$ cat src/rtl/ext_irq_pkg.sv
package ext_irq_pkg;

	// -----------------------------------------------------------------
	// Bus and register map
	// -----------------------------------------------------------------
	localparam int          ADDR_W        = 14;
	localparam int          DATA_W        = 32;
	localparam int          PIN_COUNT     = 6;
	// Word indices; the byte address is four times the index.
	localparam logic [11:0] CTRL_INDEX_ONE  = 12'hfd8;
	localparam logic [11:0] CTRL_INDEX_FOUR = 12'hfdb;
	localparam int          LEVEL_BIT     = 4;
	localparam int          COND_LSB      = 2;
	localparam int          INTERVAL_LSB  = 0;
	localparam logic [7:0]  CTRL_RESET    = 8'h00;

	// -----------------------------------------------------------------
	// Field codes and filter figures
	// -----------------------------------------------------------------
	localparam logic [1:0]  COND_RISE     = 2'h0;
	localparam logic [1:0]  COND_FALL     = 2'h1;
	localparam logic [1:0]  COND_BOTH     = 2'h2;
	localparam logic [1:0]  COND_HIGH     = 2'h3;
	localparam logic [1:0]  FULL_AGREE    = 2'h3;
	localparam logic [1:0]  LOW_AGREE     = 2'h2;
	localparam logic [1:0]  FIXED_AGREE   = 2'h2;
	localparam logic [1:0]  LOW_DIV_LAST  = 2'h3;

	typedef struct packed {
		logic       level;
		logic [1:0] cond;
		logic [1:0] interval;
	} ctrl_type;

endpackage

$ cat src/rtl/ext_irq_filter_detect.sv
// What this block does
// - Bits 7 to 5 of the input-four control register read as zero.
// - A read-only bit shows the captured filtered level, zero after reset.
// - That bit is refreshed with the filtered level at every request.
// - Condition 00 rising, 01 falling, 10 both edges of the filtered signal.
// - Condition 11 on input four requests while the filtered signal is high.
// - Full speed samples at gear clock divided by 1, 4, 8 or 16.
// - Low-clock modes sample at the low-frequency clock divided by four.
// - Inputs one to four are programmable; zero and five are fixed.
// - Inputs zero and five filter over two gear periods and detect falling edges.
// - Inputs one to four reject under two intervals, accept over three plus one.
// - Pulses between those bounds on inputs one to four may go either way.
// - In low-clock modes pulses under four periods drop, over eight pass.
// - Full speed needs three agreeing samples on inputs one to four to accept a level.
// - Low-clock modes need two agreeing samples to accept a level.
// - Deep idle, deep sleep and stop halt sampling and requests, save the pulse of an edge found the cycle before.
//
// The Avalon-MM interface to the registers is this design's own decision.
`timescale 1ns/10ps
`default_nettype none
module ext_irq_filter_detect (
	input  wire logic                             CLOCK,
	input  wire logic                             RESET_N,
	input  wire logic [ext_irq_pkg::ADDR_W-1:0]   ADDRESS,
	input  wire logic                             READ,
	input  wire logic                             WRITE,
	input  wire logic [3:0]                       BYTEENABLE,
	input  wire logic [ext_irq_pkg::DATA_W-1:0]   WRITEDATA,
	output logic      [ext_irq_pkg::DATA_W-1:0]   READDATA,
	output logic                                  WAITREQUEST,
	input  wire logic [ext_irq_pkg::PIN_COUNT-1:0] EXT_IRQ_PIN,
	input  wire logic                             LOW_FREQ_TICK,
	input  wire logic                             LOW_CLOCK_MODE,
	input  wire logic                             SAMPLING_HALT,
	output logic      [ext_irq_pkg::PIN_COUNT-1:0] IRQ_SET
);
	import ext_irq_pkg::*;

	logic                 ack;
	logic                 next_ack;
	logic [DATA_W-1:0]    next_readdata;
	logic [7:0]           read_mux;
	logic [3:0]           divider;
	logic [3:0]           next_divider;
	logic [1:0]           low_divider;
	logic [1:0]           next_low_divider;
	logic                 low_tick;
	logic [PIN_COUNT-1:0] next_irq_set;
	logic [PIN_COUNT-1:0] filtered;
	logic [PIN_COUNT-1:0] change;
	logic [PIN_COUNT-1:0] sample;
	logic [PIN_COUNT-1:0] request;
	ctrl_type             ctrl [1:4];

	// -----------------------------------------------------------------
	// Avalon slave: one wait cycle, then the answer
	// -----------------------------------------------------------------
	// Every access waits exactly one cycle so read data is registered.
	assign WAITREQUEST = (READ || WRITE) && !ack;

	always_comb begin
		read_mux = 8'h00;
		for (int k = 1; k <= 4; k++) begin
			if (ADDRESS[ADDR_W-1:2] == CTRL_INDEX_ONE + 12'(k - 1)) begin
				read_mux = {3'h0, ctrl[k]};
			end
		end
		next_ack = (READ || WRITE) && !ack;
		next_readdata = READDATA;
		if (READ && !ack) begin
			next_readdata = {24'h000000, read_mux};
		end
	end

	always_ff @(posedge CLOCK or negedge RESET_N) begin
		if (!RESET_N) begin
			ack <= 1'b0;
			READDATA <= '0;
		end else begin
			ack <= next_ack;
			READDATA <= next_readdata;
		end
	end

	// -----------------------------------------------------------------
	// Sampling rate dividers
	// -----------------------------------------------------------------
	always_comb begin
		next_divider = SAMPLING_HALT ? divider : divider + 4'h1;
		next_low_divider = low_divider;
		if (LOW_FREQ_TICK && !SAMPLING_HALT) begin
			next_low_divider = low_divider + 2'h1;
		end
	end

	// The low-clock divider only moves on low-frequency ticks, so a halt
	// keeps its phase and the first sample after the release is not early.
	assign low_tick = LOW_FREQ_TICK && !SAMPLING_HALT &&
		low_divider == LOW_DIV_LAST;

	always_ff @(posedge CLOCK or negedge RESET_N) begin
		if (!RESET_N) begin
			divider <= 4'h0;
			low_divider <= 2'h0;
		end else begin
			divider <= next_divider;
			low_divider <= next_low_divider;
		end
	end

	// -----------------------------------------------------------------
	// Per input filtering and request detection
	// -----------------------------------------------------------------
	// The low-clock filter is shared by every input; the gear-clock
	// path differs between programmable and fixed inputs.
	for (genvar g = 0; g < PIN_COUNT; g++) begin : gen_pin
		localparam bit PROG = (g >= 1) && (g <= 4);
		logic [1:0] agree;
		logic       full_tick;

		if (PROG) begin : gen_prog
			ctrl_type next_ctrl;
			logic     write_hit;
			logic     req;

			always_comb begin
				unique case (ctrl[g].interval)
					2'h0: full_tick = 1'b1;
					2'h1: full_tick = divider[1:0] == 2'h3;
					2'h2: full_tick = divider[2:0] == 3'h7;
					2'h3: full_tick = divider == 4'hf;
				endcase
				unique case (ctrl[g].cond)
					COND_RISE: req = change[g] && filtered[g];
					COND_FALL: req = change[g] && !filtered[g];
					COND_BOTH: req = change[g];
					// Only input four owns the high-level mode.
					COND_HIGH: req = (g == 4) && filtered[g] &&
						!SAMPLING_HALT;
				endcase
				write_hit = WRITE && ack && BYTEENABLE[0] &&
					ADDRESS[ADDR_W-1:2] == CTRL_INDEX_ONE + 12'(g - 1);
				next_ctrl = ctrl[g];
				if (write_hit) begin
					next_ctrl.cond = WRITEDATA[COND_LSB+:2];
					next_ctrl.interval = WRITEDATA[INTERVAL_LSB+:2];
				end
				if (req) begin
					next_ctrl.level = filtered[g];
				end
			end

			always_ff @(posedge CLOCK or negedge RESET_N) begin
				if (!RESET_N) begin
					ctrl[g] <= ctrl_type'(CTRL_RESET[4:0]);
				end else begin
					ctrl[g] <= next_ctrl;
				end
			end
			assign request[g] = req;
			assign agree = FULL_AGREE;
		end else begin : gen_fixed
			assign full_tick = 1'b1;
			assign request[g] = change[g] && !filtered[g];
			assign agree = FIXED_AGREE;
		end

		assign sample[g] = SAMPLING_HALT ? 1'b0 :
			(LOW_CLOCK_MODE ? low_tick : full_tick);

		noise_filter u_filter (
			.clk         (CLOCK),
			.reset_n     (RESET_N),
			.pin         (EXT_IRQ_PIN[g]),
			.sample      (sample[g]),
			.agree_count (LOW_CLOCK_MODE ? LOW_AGREE : agree),
			.level       (filtered[g]),
			.change      (change[g])
		);
	end

	// -----------------------------------------------------------------
	// Request pulses to the interrupt latch
	// -----------------------------------------------------------------
	// Registering the pulse keeps decode glitches away from the interrupt
	// latch, at the cost of one cycle of latency.
	always_comb begin
		next_irq_set = request;
	end

	always_ff @(posedge CLOCK or negedge RESET_N) begin
		if (!RESET_N) begin
			IRQ_SET <= '0;
		end else begin
			IRQ_SET <= next_irq_set;
		end
	end

	// -----------------------------------------------------------------
	// Check helpers
	// -----------------------------------------------------------------
	// A sixteen-cycle interval is too long to unroll in a property, so the
	// cycles between two samples of input one are counted here instead.
	logic [4:0] gap_one;
	logic [4:0] next_gap_one;
	logic       slow_armed;
	logic       next_slow_armed;
	logic       slow_one;

	assign slow_one = !SAMPLING_HALT && !LOW_CLOCK_MODE &&
		ctrl[1].interval == 2'h3;

	always_comb begin
		next_gap_one = gap_one;
		if (sample[1]) begin
			next_gap_one = 5'h00;
		end else if (gap_one != 5'h1f) begin
			next_gap_one = gap_one + 5'h01;
		end
		next_slow_armed = slow_armed;
		if (!slow_one) begin
			next_slow_armed = 1'b0;
		end else if (sample[1]) begin
			next_slow_armed = 1'b1;
		end
	end

	always_ff @(posedge CLOCK or negedge RESET_N) begin
		if (!RESET_N) begin
			gap_one <= 5'h00;
			slow_armed <= 1'b0;
		end else begin
			gap_one <= next_gap_one;
			slow_armed <= next_slow_armed;
		end
	end
endmodule
`default_nettype wire

$ cat src/rtl/noise_filter.sv
`timescale 1ns/10ps
`default_nettype none
module noise_filter (
	input  wire logic       clk,
	input  wire logic       reset_n,
	input  wire logic       pin,
	input  wire logic       sample,
	input  wire logic [1:0] agree_count,
	output logic            level,
	output logic            change
);
	import ext_irq_pkg::*;

	logic       gear_sample;
	logic [2:0] history;
	logic       agree;
	logic       next_gear_sample;
	logic [2:0] next_history;
	logic       next_level;
	logic       next_change;

	// -----------------------------------------------------------------
	// Sample history and level decision
	// -----------------------------------------------------------------
	// The pin is first taken on the gear clock, which adds one gear
	// period to the accept bound for the programmable inputs.
	always_comb begin
		next_gear_sample = pin;
		next_history = history;
		if (sample) begin
			next_history = {history[1:0], gear_sample};
		end
		if (agree_count == FULL_AGREE) begin
			agree = (next_history[0] == next_history[1]) &&
				(next_history[1] == next_history[2]);
		end else begin
			agree = next_history[0] == next_history[1];
		end
		next_level = level;
		next_change = 1'b0;
		if (sample && agree && next_history[0] != level) begin
			next_level = next_history[0];
			next_change = 1'b1;
		end
	end

	always_ff @(posedge clk or negedge reset_n) begin
		if (!reset_n) begin
			gear_sample <= 1'b0;
			history <= 3'h0;
			level <= 1'b0;
			change <= 1'b0;
		end else begin
			gear_sample <= next_gear_sample;
			history <= next_history;
			level <= next_level;
			change <= next_change;
		end
	end

endmodule
`default_nettype wire

$ cat config.mk
export PLATFORM = sky130hd
export DESIGN_NAME = ext_irq_filter_detect
export DESIGN_NICKNAME = d
export VERILOG_FILES = /design/src/rtl/ext_irq_pkg.sv /design/src/rtl/ext_irq_filter_detect.sv /design/src/rtl/noise_filter.sv
export SDC_FILE = /design/constraint.sdc
export NUM_CORES = 1
export LEC_CHECK = 0
export BUFFER_PORTS_ARGS = -buffer_cell sky130_fd_sc_hd__buf_2
export CAP_MARGIN = 25
export CORE_MARGIN = 3
export CORE_UTILIZATION = 42
export DETAILED_ROUTE_END_ITERATION = 10
export PLACE_DENSITY = 0.76
export REMOVE_ABC_BUFFERS = 1
export SYNTH_ARGS = -nofsm -noshare
export SYNTH_HDL_FRONTEND = slang
export SYNTH_SLANG_ARGS = --single-unit
$ cat constraint.sdc
create_clock -name CLOCK -period 2.8 [get_ports CLOCK]
set_input_delay 0.14 -clock CLOCK [delete_from_list [all_inputs] [get_ports CLOCK]]
set_output_delay 0.14 -clock CLOCK [all_outputs]
set_load 0.05 [all_outputs]
==> results.sh, run 1 <==
export IMPL_async_flop_share_pct=100.0
export IMPL_rows=32
export IMPL_ant_nets=0
export IMPL_layout_nets=435
export IMPL_total_leakage_power_nw=1.804
export IMPL_crit_path_start="divider[0]"
export IMPL_path_depth=6
export IMPL_syn2layout_area_growth_pct=13.11
export IMPL_numCtsBuffers=9
export IMPL_cap_viol_max_count=0
export IMPL_critical_path_top_delay_family="compound AO/OA/AOI/OAI gates"
export IMPL_max_stage_delay_ns=0.54
export IMPL_r2r_end="gen_pin[4].u_filter.level"
export IMPL_wire_per_inst_um=13.21
export IMPL_period_share_pct=72.10
export IMPL_cts_tree="built"
export IMPL_grt_max_degree=36
export IMPL_io_pins=102
export IMPL_cts_buffer_depth=2
export IMPL_synth_edf_count=0
export IMPL_p_per_area_nw_per_um2=638.3
export IMPL_ir_drop_uv=392.5
export IMPL_drc=0
export IMPL_wl_mm=6.234
export IMPL_cts_setup_buffers=0
export IMPL_first_pass_iters=4
export IMPL_vias=2384
export IMPL_finClkSkew_ns=0.008367
export IMPL_netlist_top_cells_count="66 x dfrtp_1, 27 x buf_4, 25 x mux2_2"
export IMPL_core_area_um2=7767
export IMPL_drt_iter0_drc=105
export IMPL_worstSetupStartpointType="flip-flop"
export IMPL_r2r_start="divider[0]"
export IMPL_finalSetupViolations=0
export IMPL_cp_buffers_inverters=0
export IMPL_synth_seq_cells=66
export IMPL_grt_pass1_vias=2158
export IMPL_synth_top_area_share_pct=48.74
export IMPL_worst_setup_path_end_kind="flip-flop"
export IMPL_die_h_um=95.82
export IMPL_slew_headroom_pct=56.62
export IMPL_rsz0062_at_grt="no"
export IMPL_total_power_mw=2.446
export IMPL_r2r_slack_ns=0.78
export IMPL_avgSynthCellArea_um2=10.72
export IMPL_worstPathMaxFanout=6
export IMPL_grt_ovfl_total=0
export IMPL_root_buffer="clkbuf_8"
export IMPL_synth_most_common_cell="dfrtp_1"
export IMPL_setup_slack_ns=0.7813
export IMPL_finalHoldViolations=0
export IMPL_yosysWarningCount=0
export IMPL_clk_latency_ns=0.33
export IMPL_slew_viol_final=0
export IMPL_drive_gt1_share_pct=25.68
export IMPL_ys_types=50
export IMPL_rr_worst_depth=6
export IMPL_status="finished, final reports clean"
export IMPL_grt_pass1_wl_mm=10.03
export IMPL_start_util_pct=43.62
export IMPL_die_area_um2=9181
export IMPL_hpwl_mm=4.580
export IMPL_synth_area_leader_cell="dfrtp_1"
export IMPL_tightest_slew_ns=0.6452
export IMPL_h_tree_depth=3
export IMPL_cp_required_ns=3.03
export IMPL_netlist_area_um2=3388
export IMPL_insertedDiodeCount=0
export IMPL_gp_congestion=0.8112
export IMPL_instances_no_fill=472
export IMPL_fmax_ghz=0.4954
export IMPL_crit_path_end="gen_pin[4].u_filter.level"
export IMPL_die_width_um=95.82
export IMPL_tns_ns=0
export IMPL_fin_util_pct=49.34
export IMPL_grtUsageTotal_pct=14.35
export IMPL_slowest_stage="o31ai_1"
export IMPL_period_needed_ns=2.019
export IMPL_dp_cells=450
export IMPL_synth_area_leaders="dfrtp_1 49%, mux2_2 8.3%, buf_4 6.0%"
export IMPL_ys_flop_type="dfrtp_1"
export IMPL_clk_pin_slew_ns=0.07
export IMPL_vias_per_cell=5.051
export IMPL_worstSetupPathType="flip-flop to flip-flop"
export IMPL_portBuffers=41
export IMPL_antenna_found_initial=0
export IMPL_crit_chain="ha_1 -> nand4_1 -> mux2i_1 -> o31ai_1 -> nor2_1 -> o221a_2"
export IMPL_synth_seq_area_share_pct=48.74
export IMPL_clock_sinks=66
export IMPL_hold_class="input pin to flip-flop"
export IMPL_crit_arrival_ns=2.25
export IMPL_synthCells=316
export IMPL_place_ws_ns=0.7888
registers in the layout, summed over array words and instances (netlist names):
| register | flops |
|---|---|
| gen_pin.u_filter.level | 6 |
| gen_pin.u_filter.change | 6 |
| gen_pin.u_filter.gear_sample | 6 |
| divider | 4 |
| low_divider | 2 |
| READDATA | 5 |
| ctrl | 20 |
| IRQ_SET | 6 |
| gen_pin.u_filter.history | 10 |
| ack | 1 |
per-layer routing:
layer	GRT usage [%]	vias up	share of wire [%]
met1	18.21	1123	45
met2	22.87	89	46
met3	4.300	11	6.8
met4	5.924	0	1.9
li1	-	1161	-
met5	0	-	0
tightest hold or removal path, cell delays in order:
cell and delay, ns:
buf_2 0.10, nor2_1 0.08, nor2_1 0.06
report_power, final:
| part | switching [mW] | leakage, nW | internal (mW) |
|---|---|---|---|
| Clock | 0.330 | 0.0920 | 0.360 |
| Sequential | 0.158 | 0.847 | 1.08 |
| Combinational | 0.286 | 0.865 | 0.228 |
cells by family after synthesis:
logic type,share of synthesized area [%]
other,0.1107
buffers and inverters,8.899
DFF,48.74
and+or+nand+nor,14.81
xor gates and xnor gates,1.034
adders and majority gates,2.216
AOI/OAI and AO/OA,12.26
muxes,11.93
through the flow:
step	hold WS [ns]	instance area, um2
after floorplan	-0.1556	3237
after global placement	0.007487	3592
after detailed placement	0.006147	3592
after CTS	0.06780	3832
after global routing	0.08106	3832
final	0.08004	3832
repair_timing:
item / 4_1_cts / 5_1_grt
resized for setup: 0 / 0
endpoints found under the hold margin: 37 / 0
hold buffers: 7 / 0
layout make-up:
cell class	count	area, um2
timing repair buffer	51	297.8
fill	708	3935
inverter	14	52.55
tap	102	127.6
clock buffer	12	155.1
clock inverter	3	15.01
multi-input combinational	224	1533
sequential	66	1652
worst min-delay path by stage:
stage,start,depth (start not counted),end
6_report,READ,3,ack
3_5_place_dp,RESET_N,1,READDATA[1]
3_3_place_gp,RESET_N,1,READDATA[3]
5_1_grt,READ,3,ack
4_1_cts,READ,3,ack
2_1_floorplan,RESET_N,0,IRQ_SET[0]
layout by cell type, fill, tap and decap left out, drive strengths merged, types with 5 or more instances in the layout:
master and n:
dfrtp 66, nand3b 5, clkbuf 12, nand2 23, ha 6, a22oi 5, nand2b 10, mux4 5
nor2b 5, conb 27, a21oi 11, o21ai 24, buf 44, or3 5, mux2 25, inv 14
dlygate4sd3 7, nor2 19
(Power assumes the default switching activity.)
==> inputs of run 2 (changes only) <==
--- a/config.mk
+++ b/config.mk
@@ -5,12 +5,13 @@
 export SDC_FILE = /design/constraint.sdc
 export NUM_CORES = 1
 export LEC_CHECK = 0
+export ABC_AREA = 1
 export BUFFER_PORTS_ARGS = -buffer_cell sky130_fd_sc_hd__buf_2
 export CAP_MARGIN = 25
 export CORE_MARGIN = 3
 export CORE_UTILIZATION = 42
 export DETAILED_ROUTE_END_ITERATION = 10
-export PLACE_DENSITY = 0.76
+export PLACE_DENSITY = 0.75
 export REMOVE_ABC_BUFFERS = 1
 export SYNTH_ARGS = -nofsm -noshare
 export SYNTH_HDL_FRONTEND = slang
==> constraint.sdc (replaced) <==
create_clock -name CLOCK -period 2 [get_ports CLOCK]
set_input_delay 0.1 -clock CLOCK [delete_from_list [all_inputs] [get_ports CLOCK]]
set_output_delay 0.1 -clock CLOCK [all_outputs]
set_load 0.05 [all_outputs]
==> run 2 against run 1 <==
Against the previous run: utilization is 1.7 points higher; die area grew 7.3%; non-clock buffer count rose by 2; synthesized cell count increased by 41%; worst setup slack got worse by 0.62 ns; sequential share of layout area shrank 1.9 points; count of clock-buffer cells in the layout unchanged; worst hold slack lost 0.042 ns; via count up 26%; routed wire length grew 17%; largest power group unchanged.
==> results.sh, run 2 <==
export IMPL_start_util_pct=43.79
export IMPL_synth_area_leader_cell="dfrtp_1"
export IMPL_clock_sinks=70
export IMPL_yosysWarningCount=0
export IMPL_die_area_um2=9851
export IMPL_synth_xor_area_share_pct=0.9592
export IMPL_clk_latency_ns=0.34
export IMPL_core_area_um2=8341
export IMPL_io_pins=102
export IMPL_seq_power_share_pct=46.5
export IMPL_place_ws_ns=0.03266
export IMPL_period_needed_ns=1.841
export IMPL_slew_headroom_pct=59.77
export IMPL_synthMuxAreaShare_pct=0.3083
export IMPL_grt_pass1_vias=2838
export IMPL_grt_max_degree=46
export IMPL_max_stage_delay_ns=0.43
export IMPL_met1_length_mm=3.085
export IMPL_r2r_slack_ns=0.16
export IMPL_synth_area_leaders="dfrtp_1 48%, nand2_1 13%, nand3_1 6.4%"
export IMPL_synth_edf_count=0
export IMPL_grt_pass1_wl_mm=12.31
export IMPL_synth_seq_area_share_pct=47.96
export IMPL_worstSetupPathType="flip-flop to flip-flop"
export IMPL_largest_register_ffs=20
export IMPL_wire_per_inst_um=11.93
export IMPL_top_layer="met4"
export IMPL_drive_gt1_share_pct=17.13
export IMPL_crit_chain="ha_2 -> nand2_2 -> a21oi_1 -> nand2_1 -> nand2_2 -> buf_4 -> nand3_1 -> nand2_1 -> nand3_1 -> nand2_1 -> nand3_1 -> nand2_1 -> nand2_1"
export IMPL_ys_types=34
export IMPL_p_per_area_nw_per_um2=963.5
export IMPL_clk_pin_slew_ns=0.08
export IMPL_intPower_mw=2.684
export IMPL_switching_share_pct=34.56
export IMPL_finClkSkew_ns=0.01089
export IMPL_h_tree_depth=3
export IMPL_finalSetupViolations=0
export IMPL_period_share_pct=92.05
export IMPL_fmax_ghz=0.5432
export IMPL_layout_cells_most_common="nand2_1"
export IMPL_p_comb_share_pct=24.8
export IMPL_switchingPower_mw=1.418
export IMPL_tightest_slew_ns=0.6035
export IMPL_synth_simple_area_share_pct=28.06
export IMPL_whs_ns=0.03804
export IMPL_numCtsBuffers=9
export IMPL_antenna_found_initial=0
export IMPL_worstPathMaxFanout=4
export IMPL_worst_setup_path_end_kind="flip-flop"
export IMPL_insertedDiodeCount=0
export IMPL_cp_buffers_inverters=1
export IMPL_syn2layout_area_growth_pct=16.55
export IMPL_setup_slack_ns=0.1590
export IMPL_netlist_area_um2=3652
export IMPL_top_register="ctrl"
export IMPL_wl_met3_um=409
export IMPL_vias_per_cell=4.900
export IMPL_async_flop_share_pct=100.0
export IMPL_total_leakage_power_nw=2.177
export IMPL_layout_common_cells="129 x nand2_1, 69 x dfrtp_1, 52 x inv_1, 46 x nand3_1, 41 x buf_2"
export IMPL_drt_iter0_drc=131
export IMPL_ir_drop_uv=476.5
export IMPL_cts_tree="built"
export IMPL_cap_viol_max_count=0
export IMPL_slowest_stage="dfrtp_1"
export IMPL_root_buffer="clkbuf_8"
export IMPL_status="finished, final reports clean"
export IMPL_avgSynthCellArea_um2=8.226
export IMPL_synth_compound_area_share_pct=8.530
export IMPL_fin_util_pct=51.04
export IMPL_cts_buffer_depth=2
export IMPL_crit_arrival_ns=2.08
export IMPL_worstSetupStartpointType="flip-flop"
export IMPL_hpwl_mm=5.450
export IMPL_wl_mm=7.313
export IMPL_biggestRegsByFlops="ctrl: 20 flops, gen_pin.u_filter.history: 14 flops"
export IMPL_cp_common_cell="nand2_1"
export IMPL_synthAdderAreaFrac_pct=2.055
export IMPL_gp_congestion=0.8640
export IMPL_clkPwrFrac_pct=28.7
export IMPL_synth_seq_cells=70
export IMPL_rows=33
export IMPL_layout_nets=572
export IMPL_die_width_um=99.25
export IMPL_synth_most_common_cell="nand2_1"
export IMPL_cp_required_ns=2.24
export IMPL_ys_flop_type="dfrtp_1"
export IMPL_portBuffers=41
export IMPL_met2_length_mm=3.702
export IMPL_hold_class="input pin to flip-flop"
export IMPL_slew_viol_final=0
export IMPL_drc=0
export IMPL_rsz0062_at_grt="no"
export IMPL_tns_ns=0
export IMPL_first_pass_iters=4
export IMPL_vias=3004
export IMPL_grtUsageTotal_pct=15.52
export IMPL_ant_nets=0
export IMPL_finalHoldViolations=0
export IMPL_netlist_top_cells_count="130 x nand2_1, 70 x dfrtp_1, 52 x inv_1"
export IMPL_critical_path_top_delay_family="simple AND/OR/NAND/NOR gates"
export IMPL_synth_top_area_share_pct=47.96
export IMPL_synthCells=444
export IMPL_grt_ovfl_total=0
export IMPL_synth_top_family_by_area="simple AND/OR/NAND/NOR gates"
export IMPL_die_h_um=99.25
==> run 2: layout make-up <==
type,instances,area [um2]
clock buffer,12,155.1
clock inverter,4,55.05
fill,753,4084
inverter,54,202.7
multi-input combinational,315,1619
sequential,70,1753
tap,105,131.4
timing repair buffer,53,340.3
==> run 2: kinds of logic (layout without fill, tap and decap cells) <==
| group | after synthesis | in the layout |
|---|---|---|
| compound gates | 54 | 54 |
| xor+xnor | 4 | 4 |
| fa+ha+maj | 6 | 6 |
| buf+inv | 85 | 123 |
| flops | 70 | 70 |
| mux | 1 | 1 |
| other cells | 1 | 27 |
| simple gates | 223 | 223 |
==> run 2: metrics by stage <==
step	area, um2	std cells	power, mW
6_report	4257	613	4.101
5_1_grt	4257	613	4.389
4_1_cts	4180	611	4.103
3_5_place_dp	3890	587	2.893
3_3_place_gp	3890	587	2.833
2_1_floorplan	3513	439	2.610
==> run 2: layer usage <==
layer  track usage (%)  vias up
met5                 0        -
met4             5.252        0
met3             4.067       16
met2             26.96       65
met1             18.66     1426
li1                  -     1497
==> run 2: worst paths after layout <==
| path | start | to | depth (start not counted) |
|---|---|---|---|
| worst max-delay path | divider[1] | gen_pin[4].u_filter.level | 13 |
| worst min register to register | gen_pin[5].u_filter.level | IRQ_SET[5] | 1 |
| max in group asynchronous | RESET_N | gen_pin[2].u_filter.level | 3 |
| worst min-delay path | SAMPLING_HALT | divider[0] | 2 |
| worst max register to register | divider[1] | gen_pin[4].u_filter.level | 13 |
| min in group asynchronous | RESET_N | low_divider[1] | 2 |
==> run 2: what timing repair did <==
| item | CTS | global route |
|---|---|---|
| setup buffers | 0 | 2 |
| setup endpoints to repair | 0 | 8 |
| resized for setup | 0 | 15 |
| hold buffers | 8 | 0 |
| endpoints found under the hold margin | 32 | 0 |
==> run 2: power groups by stage <==
stage                     logic, mW  clock network (mW)  registers, mW
after floorplan               0.723                   0           1.89
after global placement        0.936                   0           1.90
after detailed placement      0.981                   0           1.91
after CTS                     0.997                1.22           1.89
after global routing           1.18                1.28           1.94
final                          1.02                1.18           1.91
